`src/hdl/psl_pkg.sv`:
```
`default_nettype none
package psl_pkg;
	// register byte addresses
	localparam logic [7:0] ADDR_CTRL   = 8'h00;
	localparam logic [7:0] ADDR_UPPER  = 8'h04;
	localparam logic [7:0] ADDR_LOWER  = 8'h08;
	localparam logic [7:0] ADDR_DEVLIM = 8'h0C;
	localparam logic [7:0] ADDR_SWITCH = 8'h10;
	localparam logic [7:0] ADDR_INTTM  = 8'h14;
	localparam logic [7:0] ADDR_TERM_A = 8'h18;
	localparam logic [7:0] ADDR_TERM_B = 8'h1C;
	localparam logic [7:0] ADDR_FLAGS  = 8'h20;
	localparam logic [7:0] ADDR_STATUS = 8'h24;
	localparam logic [7:0] ADDR_MASK   = 8'h28;
	// control register fields
	localparam int CTRL_LAS_LSB = 0;
	localparam int CTRL_CAS_LSB = 8;
	// setting that switches a limit, a detect time or the switchover off
	localparam logic [15:0] DISABLE_VAL = 16'h270F;
	// switchover ceiling, 400.00 Hz in 0.01 Hz steps
	localparam logic [15:0] SWITCH_MAX  = 16'h9C40;
	// values after reset
	localparam logic [7:0]  RST_LAS    = 8'h00;
	localparam logic [7:0]  RST_CAS    = 8'h14;
	localparam logic [15:0] RST_LIMIT  = DISABLE_VAL;
	localparam logic [15:0] RST_SWITCH = DISABLE_VAL;
	localparam logic [15:0] RST_INTTM  = DISABLE_VAL;
	localparam logic [7:0]  RST_CODE   = 8'h00;
	localparam logic [5:0]  RST_MASK   = 6'h00;
	// output terminal assignment codes
	localparam logic [7:0] CODE_LOWER = 8'h0E;
	localparam logic [7:0] CODE_UPPER = 8'h0F;
	localparam logic [7:0] CODE_DIR   = 8'h10;
	localparam logic [7:0] CODE_LOOP  = 8'h2F;
	localparam logic [7:0] CODE_DEV   = 8'h30;
	localparam logic [7:0] CODE_SLEEP = 8'h46;
	localparam logic [7:0] CODE_NEG   = 8'h64;
	// control action selections
	localparam logic [7:0] CAS_DEV_A0 = 8'h0A;
	localparam logic [7:0] CAS_DEV_A1 = 8'h0B;
	localparam logic [7:0] CAS_DEV_B0 = 8'h6E;
	localparam logic [7:0] CAS_DEV_B1 = 8'h6F;
	localparam logic [7:0] CAS_BUSDEV0 = 8'h32;
	localparam logic [7:0] CAS_BUSDEV1 = 8'h33;
	localparam logic [7:0] CAS_BUSSM0  = 8'h3C;
	localparam logic [7:0] CAS_BUSSM1  = 8'h3D;
	// limit action selections
	localparam logic [7:0] LAS_1  = 8'h01;
	localparam logic [7:0] LAS_2  = 8'h02;
	localparam logic [7:0] LAS_3  = 8'h03;
	localparam logic [7:0] LAS_10 = 8'h0A;
	localparam logic [7:0] LAS_11 = 8'h0B;
	localparam logic [7:0] LAS_12 = 8'h0C;
	localparam logic [7:0] LAS_13 = 8'h0D;
	// event bits of status and mask
	localparam int EV_UPPER = 0;
	localparam int EV_LOWER = 1;
	localparam int EV_DEV   = 2;
	localparam int EV_FAULT = 3;
	localparam int EV_SLEEP = 4;
	localparam int EV_LOOP  = 5;
	localparam int EV_W     = 6;
	// loop supervision states
	typedef enum logic [1:0] {LOOP_OPEN, LOOP_RUN, LOOP_FAULT} psl_loop_t;
endpackage : psl_pkg
`default_nettype wire

```
`src/hdl/psl_limit_check.sv`:
```
`default_nettype none
module psl_limit_check #(
	parameter int  VW    = 17,
	parameter bit  ABOVE = 1'b1,
	parameter bit  MAG   = 1'b0
) (
	input  wire logic                 mclk,
	input  wire logic                 reset,
	input  wire logic                 enable,
	input  wire logic signed [VW-1:0] value,
	input  wire logic        [15:0]   limit,
	output logic                      flag
);
	typedef struct packed {
		logic flag;
	} psl_chk_t;

	psl_chk_t q;
	psl_chk_t next_q;
	logic signed [VW-1:0] mag;
	logic signed [VW-1:0] lim;

	generate
		if (VW < 17)
			$error("value width too small for limit compare");
	endgenerate

	// magnitude and compare; a disabled limit never flags
	always_comb
	begin
		next_q = q;
		mag = (MAG && value < 0) ? -value : value;
		lim = $signed({{(VW-16){1'b0}}, limit});
		if (!enable || limit == psl_pkg::DISABLE_VAL)
			next_q.flag = 1'b0;
		else if (ABOVE)
			next_q.flag = mag > lim;
		else
			next_q.flag = mag < lim;
	end

	always_ff @(posedge mclk)
	begin
		if (reset)
			q <= '0;
		else
			q <= next_q;
	end

	assign flag = q.flag;
endmodule : psl_limit_check
`default_nettype wire

```
`src/hdl/psl_term_map.sv`:
```
`default_nettype none
module psl_term_map #(
	parameter int NUM_TERM = 7
) (
	input  wire logic                     mclk,
	input  wire logic                     reset,
	input  wire logic [NUM_TERM-1:0][7:0] code,
	input  wire logic                     upperFlag,
	input  wire logic                     lowerFlag,
	input  wire logic                     dirFlag,
	input  wire logic                     loopFlag,
	input  wire logic                     devFlag,
	input  wire logic                     sleepFlag,
	output logic      [NUM_TERM-1:0]      term
);
	typedef struct packed {
		logic [NUM_TERM-1:0] term;
	} psl_map_t;

	psl_map_t q;
	psl_map_t next_q;
	logic [NUM_TERM-1:0] level;

	// per terminal: strip the negative offset, pick the function, invert
	for (genvar i = 0; i < NUM_TERM; i++)
	begin : g_term
		logic       neg;
		logic [7:0] fn;
		logic       hit;
		assign neg = code[i] >= psl_pkg::CODE_NEG;
		assign fn  = neg ? code[i] - psl_pkg::CODE_NEG : code[i];
		always_comb
		begin
			hit = 1'b0;
			unique case (fn)
				psl_pkg::CODE_UPPER: hit = upperFlag;
				psl_pkg::CODE_LOWER: hit = lowerFlag;
				psl_pkg::CODE_DIR:   hit = dirFlag;
				psl_pkg::CODE_LOOP:  hit = loopFlag;
				psl_pkg::CODE_SLEEP: hit = sleepFlag;
				psl_pkg::CODE_DEV:   hit = devFlag;
				default:             hit = 1'b0;
			endcase
		end
		// unknown codes sit at the inactive level of their polarity
		assign level[i] = neg ? ~hit : hit;
	end

	always_comb
	begin
		next_q = q;
		next_q.term = level;
	end

	always_ff @(posedge mclk)
	begin
		if (reset)
			q <= '0;
		else
			q <= next_q;
	end

	assign term = q.term;
endmodule : psl_term_map
`default_nettype wire

```
`src/hdl/psl_supervisor.sv`:
```
`default_nettype none
module psl_supervisor #(
	parameter int VALUE_W  = 16,
	parameter int NUM_TERM = 7
) (
	input  wire logic                      mclk,
	input  wire logic                      reset,
	input  wire logic                      psel,
	input  wire logic                      penable,
	input  wire logic                      pwrite,
	input  wire logic        [7:0]         paddr,
	input  wire logic        [31:0]        pwdata,
	output logic             [31:0]        prdata,
	output logic                           pready,
	output logic                           pslverr,
	input  wire logic signed [VALUE_W-1:0] analogSetValue,
	input  wire logic signed [VALUE_W-1:0] analogMeasured,
	input  wire logic signed [VALUE_W-1:0] analogDeviation,
	input  wire logic signed [VALUE_W-1:0] busSetValue,
	input  wire logic signed [VALUE_W-1:0] busMeasured,
	input  wire logic signed [VALUE_W-1:0] busDeviation,
	input  wire logic        [15:0]        outputFreq,
	input  wire logic                      runActive,
	input  wire logic                      dirForward,
	input  wire logic                      loopEnableInput,
	input  wire logic                      integralResetInput,
	input  wire logic                      sleepRequest,
	output logic             [NUM_TERM-1:0] terminalOut,
	output logic signed      [VALUE_W:0]   deviationOut,
	output logic                           loopActive,
	output logic                           outputShutoff,
	output logic                           decelStop,
	output logic                           integralClear,
	output logic                           irq
);
	localparam int DW = VALUE_W + 1;

	typedef struct packed {
		logic [31:0]               prdata;
		logic                      pready;
		logic                      pslverr;
		logic [psl_pkg::EV_W-1:0]  rdSnap;
		logic [7:0]                las;
		logic [7:0]                cas;
		logic [15:0]               upperLim;
		logic [15:0]               lowerLim;
		logic [15:0]               devLim;
		logic [15:0]               switchFreq;
		logic [15:0]               detectTime;
		logic [7:0][7:0]           code;
		logic signed [DW-1:0]      measured;
		logic signed [DW-1:0]      deviation;
		logic                      gateLimits;
		psl_pkg::psl_loop_t        state;
		logic                      loopOn;
		logic                      sleepOn;
		logic                      dirFlag;
		logic                      shutoff;
		logic                      decel;
		logic                      intClear;
		logic [psl_pkg::EV_W-1:0]  prevEv;
		logic [psl_pkg::EV_W-1:0]  status;
		logic [psl_pkg::EV_W-1:0]  mask;
		logic                      irq;
	} psl_sup_t;

	psl_sup_t q;
	psl_sup_t next_q;

	logic upperFlag;
	logic lowerFlag;
	logic devFlag;
	logic [NUM_TERM-1:0][7:0] termCode;

	generate
		if (VALUE_W < 16 || VALUE_W > 30)
			$error("VALUE_W must lie between 16 and 30");
		if (NUM_TERM < 1 || NUM_TERM > 8)
			$error("NUM_TERM must lie between 1 and 8");
	endgenerate

	// measured value signed limit checks; deviation-input modes have none
	psl_limit_check #(.VW(DW), .ABOVE(1'b1), .MAG(1'b0)) u_upper (
		.mclk   (mclk),
		.reset  (reset),
		.enable (q.gateLimits),
		.value  (q.measured),
		.limit  (q.upperLim),
		.flag   (upperFlag)
	);

	psl_limit_check #(.VW(DW), .ABOVE(1'b0), .MAG(1'b0)) u_lower (
		.mclk   (mclk),
		.reset  (reset),
		.enable (q.gateLimits),
		.value  (q.measured),
		.limit  (q.lowerLim),
		.flag   (lowerFlag)
	);

	psl_limit_check #(.VW(DW), .ABOVE(1'b1), .MAG(1'b1)) u_dev (
		.mclk   (mclk),
		.reset  (reset),
		.enable (1'b1),
		.value  (q.deviation),
		.limit  (q.devLim),
		.flag   (devFlag)
	);

	assign termCode = q.code[NUM_TERM-1:0];

	psl_term_map #(.NUM_TERM(NUM_TERM)) u_map (
		.mclk      (mclk),
		.reset     (reset),
		.code      (termCode),
		.upperFlag (upperFlag),
		.lowerFlag (lowerFlag),
		.dirFlag   (q.dirFlag),
		.loopFlag  (q.state == psl_pkg::LOOP_RUN),
		.devFlag   (devFlag),
		.sleepFlag (q.sleepOn),
		.term      (terminalOut)
	);

	// decode helpers for the two selection settings
	function automatic logic cas_bus_dev(input logic [7:0] c);
		return c == psl_pkg::CAS_BUSDEV0 || c == psl_pkg::CAS_BUSDEV1;
	endfunction : cas_bus_dev

	function automatic logic cas_bus_sm(input logic [7:0] c);
		return c == psl_pkg::CAS_BUSSM0 || c == psl_pkg::CAS_BUSSM1;
	endfunction : cas_bus_sm

	function automatic logic cas_ana_dev(input logic [7:0] c);
		return c == psl_pkg::CAS_DEV_A0 || c == psl_pkg::CAS_DEV_A1
			|| c == psl_pkg::CAS_DEV_B0 || c == psl_pkg::CAS_DEV_B1;
	endfunction : cas_ana_dev

	function automatic logic las_limit_stop(input logic [7:0] a);
		return a == psl_pkg::LAS_1 || a == psl_pkg::LAS_3
			|| a == psl_pkg::LAS_11 || a == psl_pkg::LAS_13;
	endfunction : las_limit_stop

	function automatic logic las_dev_stop(input logic [7:0] a);
		return a == psl_pkg::LAS_2 || a == psl_pkg::LAS_3
			|| a == psl_pkg::LAS_12 || a == psl_pkg::LAS_13;
	endfunction : las_dev_stop

	logic                      setup;
	logic                      wrAccess;
	logic                      mapped;
	logic [31:0]               rdValue;
	logic [psl_pkg::EV_W-1:0]  liveEv;
	logic [psl_pkg::EV_W-1:0]  rise;
	logic [psl_pkg::EV_W-1:0]  clearMask;
	logic signed [DW-1:0]      setv;
	logic signed [DW-1:0]      meas;
	logic                      busMode;
	logic                      loopWanted;
	logic                      faultTrig;
	logic                      coast;
	logic                      decelSel;

	always_comb
	begin
		next_q = q;
		setup = psel && !penable;
		wrAccess = psel && penable && q.pready && pwrite && !q.pslverr;
		mapped = 1'b1;
		rdValue = 32'h0000_0000;
		// read mux; unmapped addresses answer zero with an error
		unique case (paddr)
			psl_pkg::ADDR_CTRL:   rdValue = {16'h0000, q.cas, q.las};
			psl_pkg::ADDR_UPPER:  rdValue = {16'h0000, q.upperLim};
			psl_pkg::ADDR_LOWER:  rdValue = {16'h0000, q.lowerLim};
			psl_pkg::ADDR_DEVLIM: rdValue = {16'h0000, q.devLim};
			psl_pkg::ADDR_SWITCH: rdValue = {16'h0000, q.switchFreq};
			psl_pkg::ADDR_INTTM:  rdValue = {16'h0000, q.detectTime};
			psl_pkg::ADDR_TERM_A: rdValue = q.code[3:0];
			psl_pkg::ADDR_TERM_B: rdValue = q.code[7:4];
			psl_pkg::ADDR_FLAGS:  rdValue = {22'h0, q.intClear, q.decel,
				q.shutoff, q.dirFlag, q.state == psl_pkg::LOOP_RUN, q.sleepOn,
				q.state == psl_pkg::LOOP_FAULT, devFlag, lowerFlag, upperFlag};
			psl_pkg::ADDR_STATUS: rdValue = {26'h0000000, q.status};
			psl_pkg::ADDR_MASK:   rdValue = {26'h0000000, q.mask};
			default:
			begin
				mapped = 1'b0;
				rdValue = 32'h0000_0000;
			end
		endcase
		// answer is prepared in setup, so the access phase has no wait
		next_q.pready = setup;
		next_q.pslverr = setup && !mapped;
		if (setup)
			next_q.prdata = pwrite ? 32'h0000_0000 : rdValue;
		if (setup)
			next_q.rdSnap = (!pwrite && paddr == psl_pkg::ADDR_STATUS) ? q.status : '0;
		// register writes at the access edge
		if (wrAccess)
		begin
			unique case (paddr)
				psl_pkg::ADDR_CTRL:
				begin
					next_q.las = pwdata[psl_pkg::CTRL_LAS_LSB +: 8];
					next_q.cas = pwdata[psl_pkg::CTRL_CAS_LSB +: 8];
				end
				psl_pkg::ADDR_UPPER:  next_q.upperLim = pwdata[15:0];
				psl_pkg::ADDR_LOWER:  next_q.lowerLim = pwdata[15:0];
				psl_pkg::ADDR_DEVLIM: next_q.devLim = pwdata[15:0];
				// out of range switchover values are dropped, old one stays
				psl_pkg::ADDR_SWITCH:
					if (pwdata[15:0] <= psl_pkg::SWITCH_MAX
						|| pwdata[15:0] == psl_pkg::DISABLE_VAL)
						next_q.switchFreq = pwdata[15:0];
				psl_pkg::ADDR_INTTM:  next_q.detectTime = pwdata[15:0];
				psl_pkg::ADDR_TERM_A: next_q.code[3:0] = pwdata;
				psl_pkg::ADDR_TERM_B: next_q.code[7:4] = pwdata;
				psl_pkg::ADDR_MASK:   next_q.mask = pwdata[psl_pkg::EV_W-1:0];
				default:              next_q.mask = q.mask;
			endcase
		end
		// value sources by control action selection
		busMode = cas_bus_dev(q.cas) || cas_bus_sm(q.cas);
		setv = cas_bus_sm(q.cas) ? DW'(busSetValue) : DW'(analogSetValue);
		meas = cas_bus_sm(q.cas) ? DW'(busMeasured) : DW'(analogMeasured);
		if (cas_bus_dev(q.cas))
			next_q.deviation = DW'(busDeviation);
		else if (cas_ana_dev(q.cas))
			next_q.deviation = DW'(analogDeviation);
		else
			next_q.deviation = setv - meas;
		next_q.measured = meas;
		// no measured value exists when a deviation is fed in directly
		next_q.gateLimits = !cas_ana_dev(q.cas) && !cas_bus_dev(q.cas);
		// loop supervision
		loopWanted = runActive && (loopEnableInput || busMode);
		faultTrig = ((upperFlag || lowerFlag) && las_limit_stop(q.las))
			|| (devFlag && las_dev_stop(q.las));
		unique case (q.state)
			psl_pkg::LOOP_OPEN:
				if (loopWanted && (q.switchFreq == psl_pkg::DISABLE_VAL
					|| outputFreq >= q.switchFreq))
					next_q.state = psl_pkg::LOOP_RUN;
			psl_pkg::LOOP_RUN:
				if (faultTrig)
					next_q.state = psl_pkg::LOOP_FAULT;
				else if (!loopWanted)
					next_q.state = psl_pkg::LOOP_OPEN;
			psl_pkg::LOOP_FAULT:
				next_q.state = psl_pkg::LOOP_FAULT;
			default:
				next_q.state = psl_pkg::LOOP_OPEN;
		endcase
		// loop-active kept as its own flop, so the pin carries no decode glitch
		next_q.loopOn = next_q.state == psl_pkg::LOOP_RUN;
		// output interruption and its stop manner
		next_q.sleepOn = sleepRequest && next_q.state == psl_pkg::LOOP_RUN
			&& q.detectTime != psl_pkg::DISABLE_VAL;
		coast = q.las <= psl_pkg::LAS_3;
		decelSel = q.las >= psl_pkg::LAS_10 && q.las <= psl_pkg::LAS_13;
		next_q.shutoff = next_q.state == psl_pkg::LOOP_FAULT
			|| (next_q.sleepOn && coast);
		next_q.decel = next_q.sleepOn && decelSel;
		next_q.dirFlag = runActive && dirForward;
		next_q.intClear = integralResetInput
			|| next_q.state != psl_pkg::LOOP_RUN;
		// sticky events; only bits handed out by the read are cleared
		liveEv = {next_q.state == psl_pkg::LOOP_RUN, next_q.sleepOn,
			next_q.state == psl_pkg::LOOP_FAULT, devFlag, lowerFlag, upperFlag};
		rise = liveEv & ~q.prevEv;
		next_q.prevEv = liveEv;
		clearMask = (psel && penable && q.pready && !pwrite
			&& paddr == psl_pkg::ADDR_STATUS) ? q.rdSnap : '0;
		next_q.status = (q.status & ~clearMask) | rise;
		next_q.irq = |(next_q.status & next_q.mask);
	end

	// one register stage for all state
	always_ff @(posedge mclk)
	begin
		if (reset)
		begin
			q <= '0;
			q.las <= psl_pkg::RST_LAS;
			q.cas <= psl_pkg::RST_CAS;
			q.upperLim <= psl_pkg::RST_LIMIT;
			q.lowerLim <= psl_pkg::RST_LIMIT;
			q.devLim <= psl_pkg::RST_LIMIT;
			q.switchFreq <= psl_pkg::RST_SWITCH;
			q.detectTime <= psl_pkg::RST_INTTM;
			q.code <= {8{psl_pkg::RST_CODE}};
			q.mask <= psl_pkg::RST_MASK;
			q.state <= psl_pkg::LOOP_OPEN;
			q.intClear <= 1'b1;
		end
		else
			q <= next_q;
	end

	assign prdata = q.prdata;
	assign pready = q.pready;
	assign pslverr = q.pslverr;
	assign deviationOut = q.deviation;
	assign loopActive = q.loopOn;
	assign outputShutoff = q.shutoff;
	assign decelStop = q.decel;
	assign integralClear = q.intClear;
	assign irq = q.irq;
endmodule : psl_supervisor
`default_nettype wire

```
`config.mk`:
```
export PLATFORM = sky130hd
export DESIGN_NAME = psl_supervisor
export DESIGN_NICKNAME = d
export VERILOG_FILES = /design/src/hdl/psl_pkg.sv /design/src/hdl/psl_limit_check.sv /design/src/hdl/psl_term_map.sv /design/src/hdl/psl_supervisor.sv
export SDC_FILE = /design/constraint.sdc
export NUM_CORES = 1
export LEC_CHECK = 0
export ABC_AREA = 1
export CORE_MARGIN = 1.5
export CORE_UTILIZATION = 60
export CTS_CLUSTER_SIZE = 12
export DETAILED_ROUTE_END_ITERATION = 10
export DONT_BUFFER_PORTS = 1
export PLACE_DENSITY = 0.85
export SYNTH_ARGS = -nofsm -noshare
export SYNTH_HDL_FRONTEND = slang
export SYNTH_SLANG_ARGS = --single-unit
```
`constraint.sdc`:
```
create_clock -name mclk -period 7.1 [get_ports mclk]
set_input_delay 1.42 -clock mclk [delete_from_list [all_inputs] [get_ports mclk]]
set_output_delay 1.42 -clock mclk [all_outputs]
set_load 0.01 [all_outputs]
```
==> flow_metrics.env <==
export IMPL_area_delta_synth_final_pct=4.72
export IMPL_drive_above_1_share_pct=5.12
export IMPL_place_ws_ns=3.05
export IMPL_post_drt_wl_per_cell_um=19.6
export IMPL_clock_latency_ns=0.57
export IMPL_ant_nets=0
export IMPL_timing_max_cap_violations=0
export IMPL_final_cell_count_no_fill=2626
export IMPL_setup_viol=0
export IMPL_synth_distinct_cells=55
export IMPL_cts_tree="yes"
export IMPL_core_rowCount=60
export IMPL_grt_max_degree=97
export IMPL_syn_area_per_cell_um2=6.88
export IMPL_period_needed_ns=4.09
export IMPL_post_route_period_util_pct=57.6
export IMPL_pin_count=225
export IMPL_synth_seq_cells=269
export IMPL_fp_dieW_um=168
export IMPL_slew_headroom_pct=25.3
export IMPL_drc=0
export IMPL_cts_htree_levels=1
export IMPL_total_leakage_power_uw=0.00759
export IMPL_power_frac_comb_pct=7.9
export IMPL_synth_edf_count=0
export IMPL_yosysSeqAreaShare_pct=33.1
export IMPL_peakVddDrop_mv=0.141
export IMPL_syn_inst=2367
export IMPL_fin_skew_ns=0.0145
export IMPL_powerDensity_nw_per_um2=206
export IMPL_yosysWarnings=0
export IMPL_synth_area_um2=16300
export IMPL_finalPower_uw=3520
export IMPL_place_detailed_hpwl_mm=37.7
export IMPL_path_cells="or2_1, nor3_2, nand3_2, o21ai_0, inv_1, ha_1, inv_1, fa_1, nand3_1, nand3_1, a21boi_1, o21ai_0, inv_1, o21bai_1, xnor2_1, nand2_1, nand3_1, nand2_1"
export IMPL_p_switching_uw=855
export IMPL_cp_arrival_ns=4.55
export IMPL_clkSlewWorstSetupHoldPaths_ns=0.06
export IMPL_hold_viol_final=0
export IMPL_seq_power_share_pct=44.4
export IMPL_worst_pin_slew_ns=1.12
export IMPL_synth_ff_type="dfxtp_1"
export IMPL_antenna_found_initial=1
export IMPL_io_buffers=0
export IMPL_dr_first_iter_drc_count=1875
export IMPL_status="complete, no violations"
export IMPL_final_nets=2520
export IMPL_grt_pass1_vias=15500
export IMPL_path_max_fanout=34
export IMPL_reg2reg_slack_ns=3.01
export IMPL_setup_ws_ns=3.01
export IMPL_gp_congestion=1.02
export IMPL_r2r_end="deviationOut[10]"
export IMPL_drv_slew=0
export IMPL_fmax_mhz=245
export IMPL_cp_start_kind="register"
export IMPL_setup_worst_path_end_class="register"
export IMPL_fillerInstances=2420
export IMPL_path_class="reg -> reg"
export IMPL_first_pass_iters=6
export IMPL_cts_sinks=269
export IMPL_p_int_uw=2660
export IMPL_overflow=0
export IMPL_critPathMaxStageDelay_ns=0.72
export IMPL_syn_nets=2624
export IMPL_postCtsResizedCells=0
export IMPL_hold_buffers=0
export IMPL_vias_per_cell=6.21
export IMPL_post_place_cells=2572
export IMPL_cp_required_ns=7.56
export IMPL_postRouteWirelength_mm=51.5
export IMPL_ctsLongestPathBuffers=3
export IMPL_rsz0062_at_grt="no"
export IMPL_async_reset_ff_share_pct=0
export IMPL_finalSetupTns_ns=0
export IMPL_cp_startpoint="q[213]"
export IMPL_crit_slowest_cell="nand3_2"
export IMPL_start_util_pct=60.7
export IMPL_grt_pass1_wl_mm=81.2
export IMPL_endpoint="deviationOut[10]"
export IMPL_root_buffer="clkbuf_16"
export IMPL_p_clk_share_pct=47.6
export IMPL_cts_setup_buffers=0
export IMPL_r2r_start="q[213]"
export IMPL_cts_buffers=30
export IMPL_grt_usage_pct=36.2
export IMPL_via_count=16300
export IMPL_fin_hold_ws_ns=0.459
export IMPL_die_h_um=168
export IMPL_reg2reg_depth=18
export IMPL_die_area_um2=28100
export IMPL_fp_coreArea_um2=26800
export IMPL_hold_class="reg -> reg"
export IMPL_netSwitchingFraction_pct=24.3
## sequential cells by signal, indices dropped and copies added, names as in the netlist
signal / flops
loopActive: 1
pready: 1
u_map.term: 7
u_dev.flag: 1
q: 203
pslverr: 1
u_upper.flag: 1
prdata: 32
integralClear: 1
irq: 1
deviationOut: 17
u_lower.flag: 1
decelStop: 1
outputShutoff: 1
## metrics by stage
step           instance area, um^2  utilization [%]
4_1_cts                      17000             63.6
5_1_grt                      17000             63.6
3_5_place_dp                 16000             59.7
3_3_place_gp                 16000             59.7
2_1_floorplan                16300                -
6_report                     17000             63.6
## worst min path at each step
| stage | depth (start not counted) | endpoint | slack [ns] | startpoint |
|---|---|---|---|---|
| 3_5_place_dp | 2 | q[119] | 0.45 | q[119] |
| 4_1_cts | 2 | q[119] | 0.46 | q[119] |
| 2_1_floorplan | 2 | q[118] | 0.43 | q[118] |
| 3_3_place_gp | 2 | q[120] | 0.44 | q[120] |
| 6_report | 2 | q[123] | 0.46 | q[123] |
| 5_1_grt | 2 | q[125] | 0.48 | q[125] |
## cell type report
type | instances | area (um^2) | area share, %
well taps | 341 | 427 | 2.50
multi-input cells | 1658 | 9020 | 52.9
flip-flops and latches | 269 | 5390 | 31.6
clock inverters | 10 | 179 | 1.05
inverters | 299 | 1120 | 6.60
repair buffers | 5 | 37.5 | 0.220
diodes | 1 | 2.50 | 0.0147
clock buffers | 43 | 871 | 5.11
## routing by layer
metal | up-vias | global-route usage (%) | part of all wire [%]
li1 | 7674 | - | -
met2 | 895 | 61.6 | 47
met5 | - | 0 | 0
met3 | 222 | 9.00 | 11
met4 | 0 | 19.5 | 5.8
met1 | 7514 | 42.0 | 37
## cell usage in the layout, fill, tap and decap left out, types with 28 or more instances in the layout
| cell type | netlist | layout |
|---|---|---|
| dfxtp_1 | 269 | 269 |
| nor2_1 | 179 | 179 |
| clkbuf_16 | 0 | 31 |
| o21ai_1 | 33 | 33 |
| nand3_1 | 140 | 140 |
| ha_1 | 94 | 94 |
| a21oi_1 | 251 | 251 |
| nand4_1 | 28 | 28 |
| o22ai_1 | 54 | 54 |
| inv_1 | 277 | 276 |
| o21ai_0 | 141 | 141 |
| nor3_1 | 34 | 34 |
| o211ai_1 | 45 | 45 |
| nand2_1 | 483 | 481 |
## kinds of logic after synthesis
family	synth area share, %
AOI/OAI and AO/OA	19.7
muxes	2.02
xor gates and xnor gates	2.21
and+or+nand+nor	24.1
DFF	33.1
adders and majority gates	7.35
buffers and inverters	11.5
## power by group through the flow
stage,sequential [uW],combinational [uW],clock [uW]
floorplan,1580,246,0
global placement,1590,261,0
detailed placement,1590,273,0
CTS,1560,276,1670
global route,1560,314,1740
finish,1560,279,1680
## worst max-delay path, delay by kind of cell, from the launching register on
family / cells / cell delay, ns
buffers and inverters: 3 / 0.25
AND/OR/NAND/NOR: 8 / 1.63
XOR/XNOR: 1 / 0.18
flip-flops: 1 / 0.32
AO/OA/AOI/OAI: 4 / 1.13
adder cells (fa/ha/maj): 2 / 0.42
## cell usage after synthesis, drive strengths merged (2+ instances only)
cell | count | share of area [%]
xor2 | 22 | 1.2
o31ai | 6 | 0.36
clkbuf | 63 | 1.5
nor2 | 187 | 4.5
ha | 94 | 7.2
a31oi | 6 | 0.23
inv | 299 | 6.9
nand3b | 3 | 0.14
o21ai | 175 | 5.4
nand2 | 488 | 11
nor4 | 19 | 0.73
dfxtp | 269 | 33
xnor2 | 19 | 1.0
a211oi | 8 | 0.37
o22ai | 54 | 2.1
o2111ai | 3 | 0.16
nand4 | 28 | 1.1
nor3 | 41 | 1.5
o21bai | 2 | 0.092
a21o | 3 | 0.14
o221ai | 8 | 0.43
mux2 | 15 | 1.0
mux2i | 16 | 0.98
buf | 78 | 3.2
o311ai | 4 | 0.22
or2 | 6 | 0.23
o211ai | 45 | 2.1
nand3 | 141 | 4.4
o21a | 4 | 0.19
a21oi | 251 | 7.7
Power figures use the tool's default switching activity.
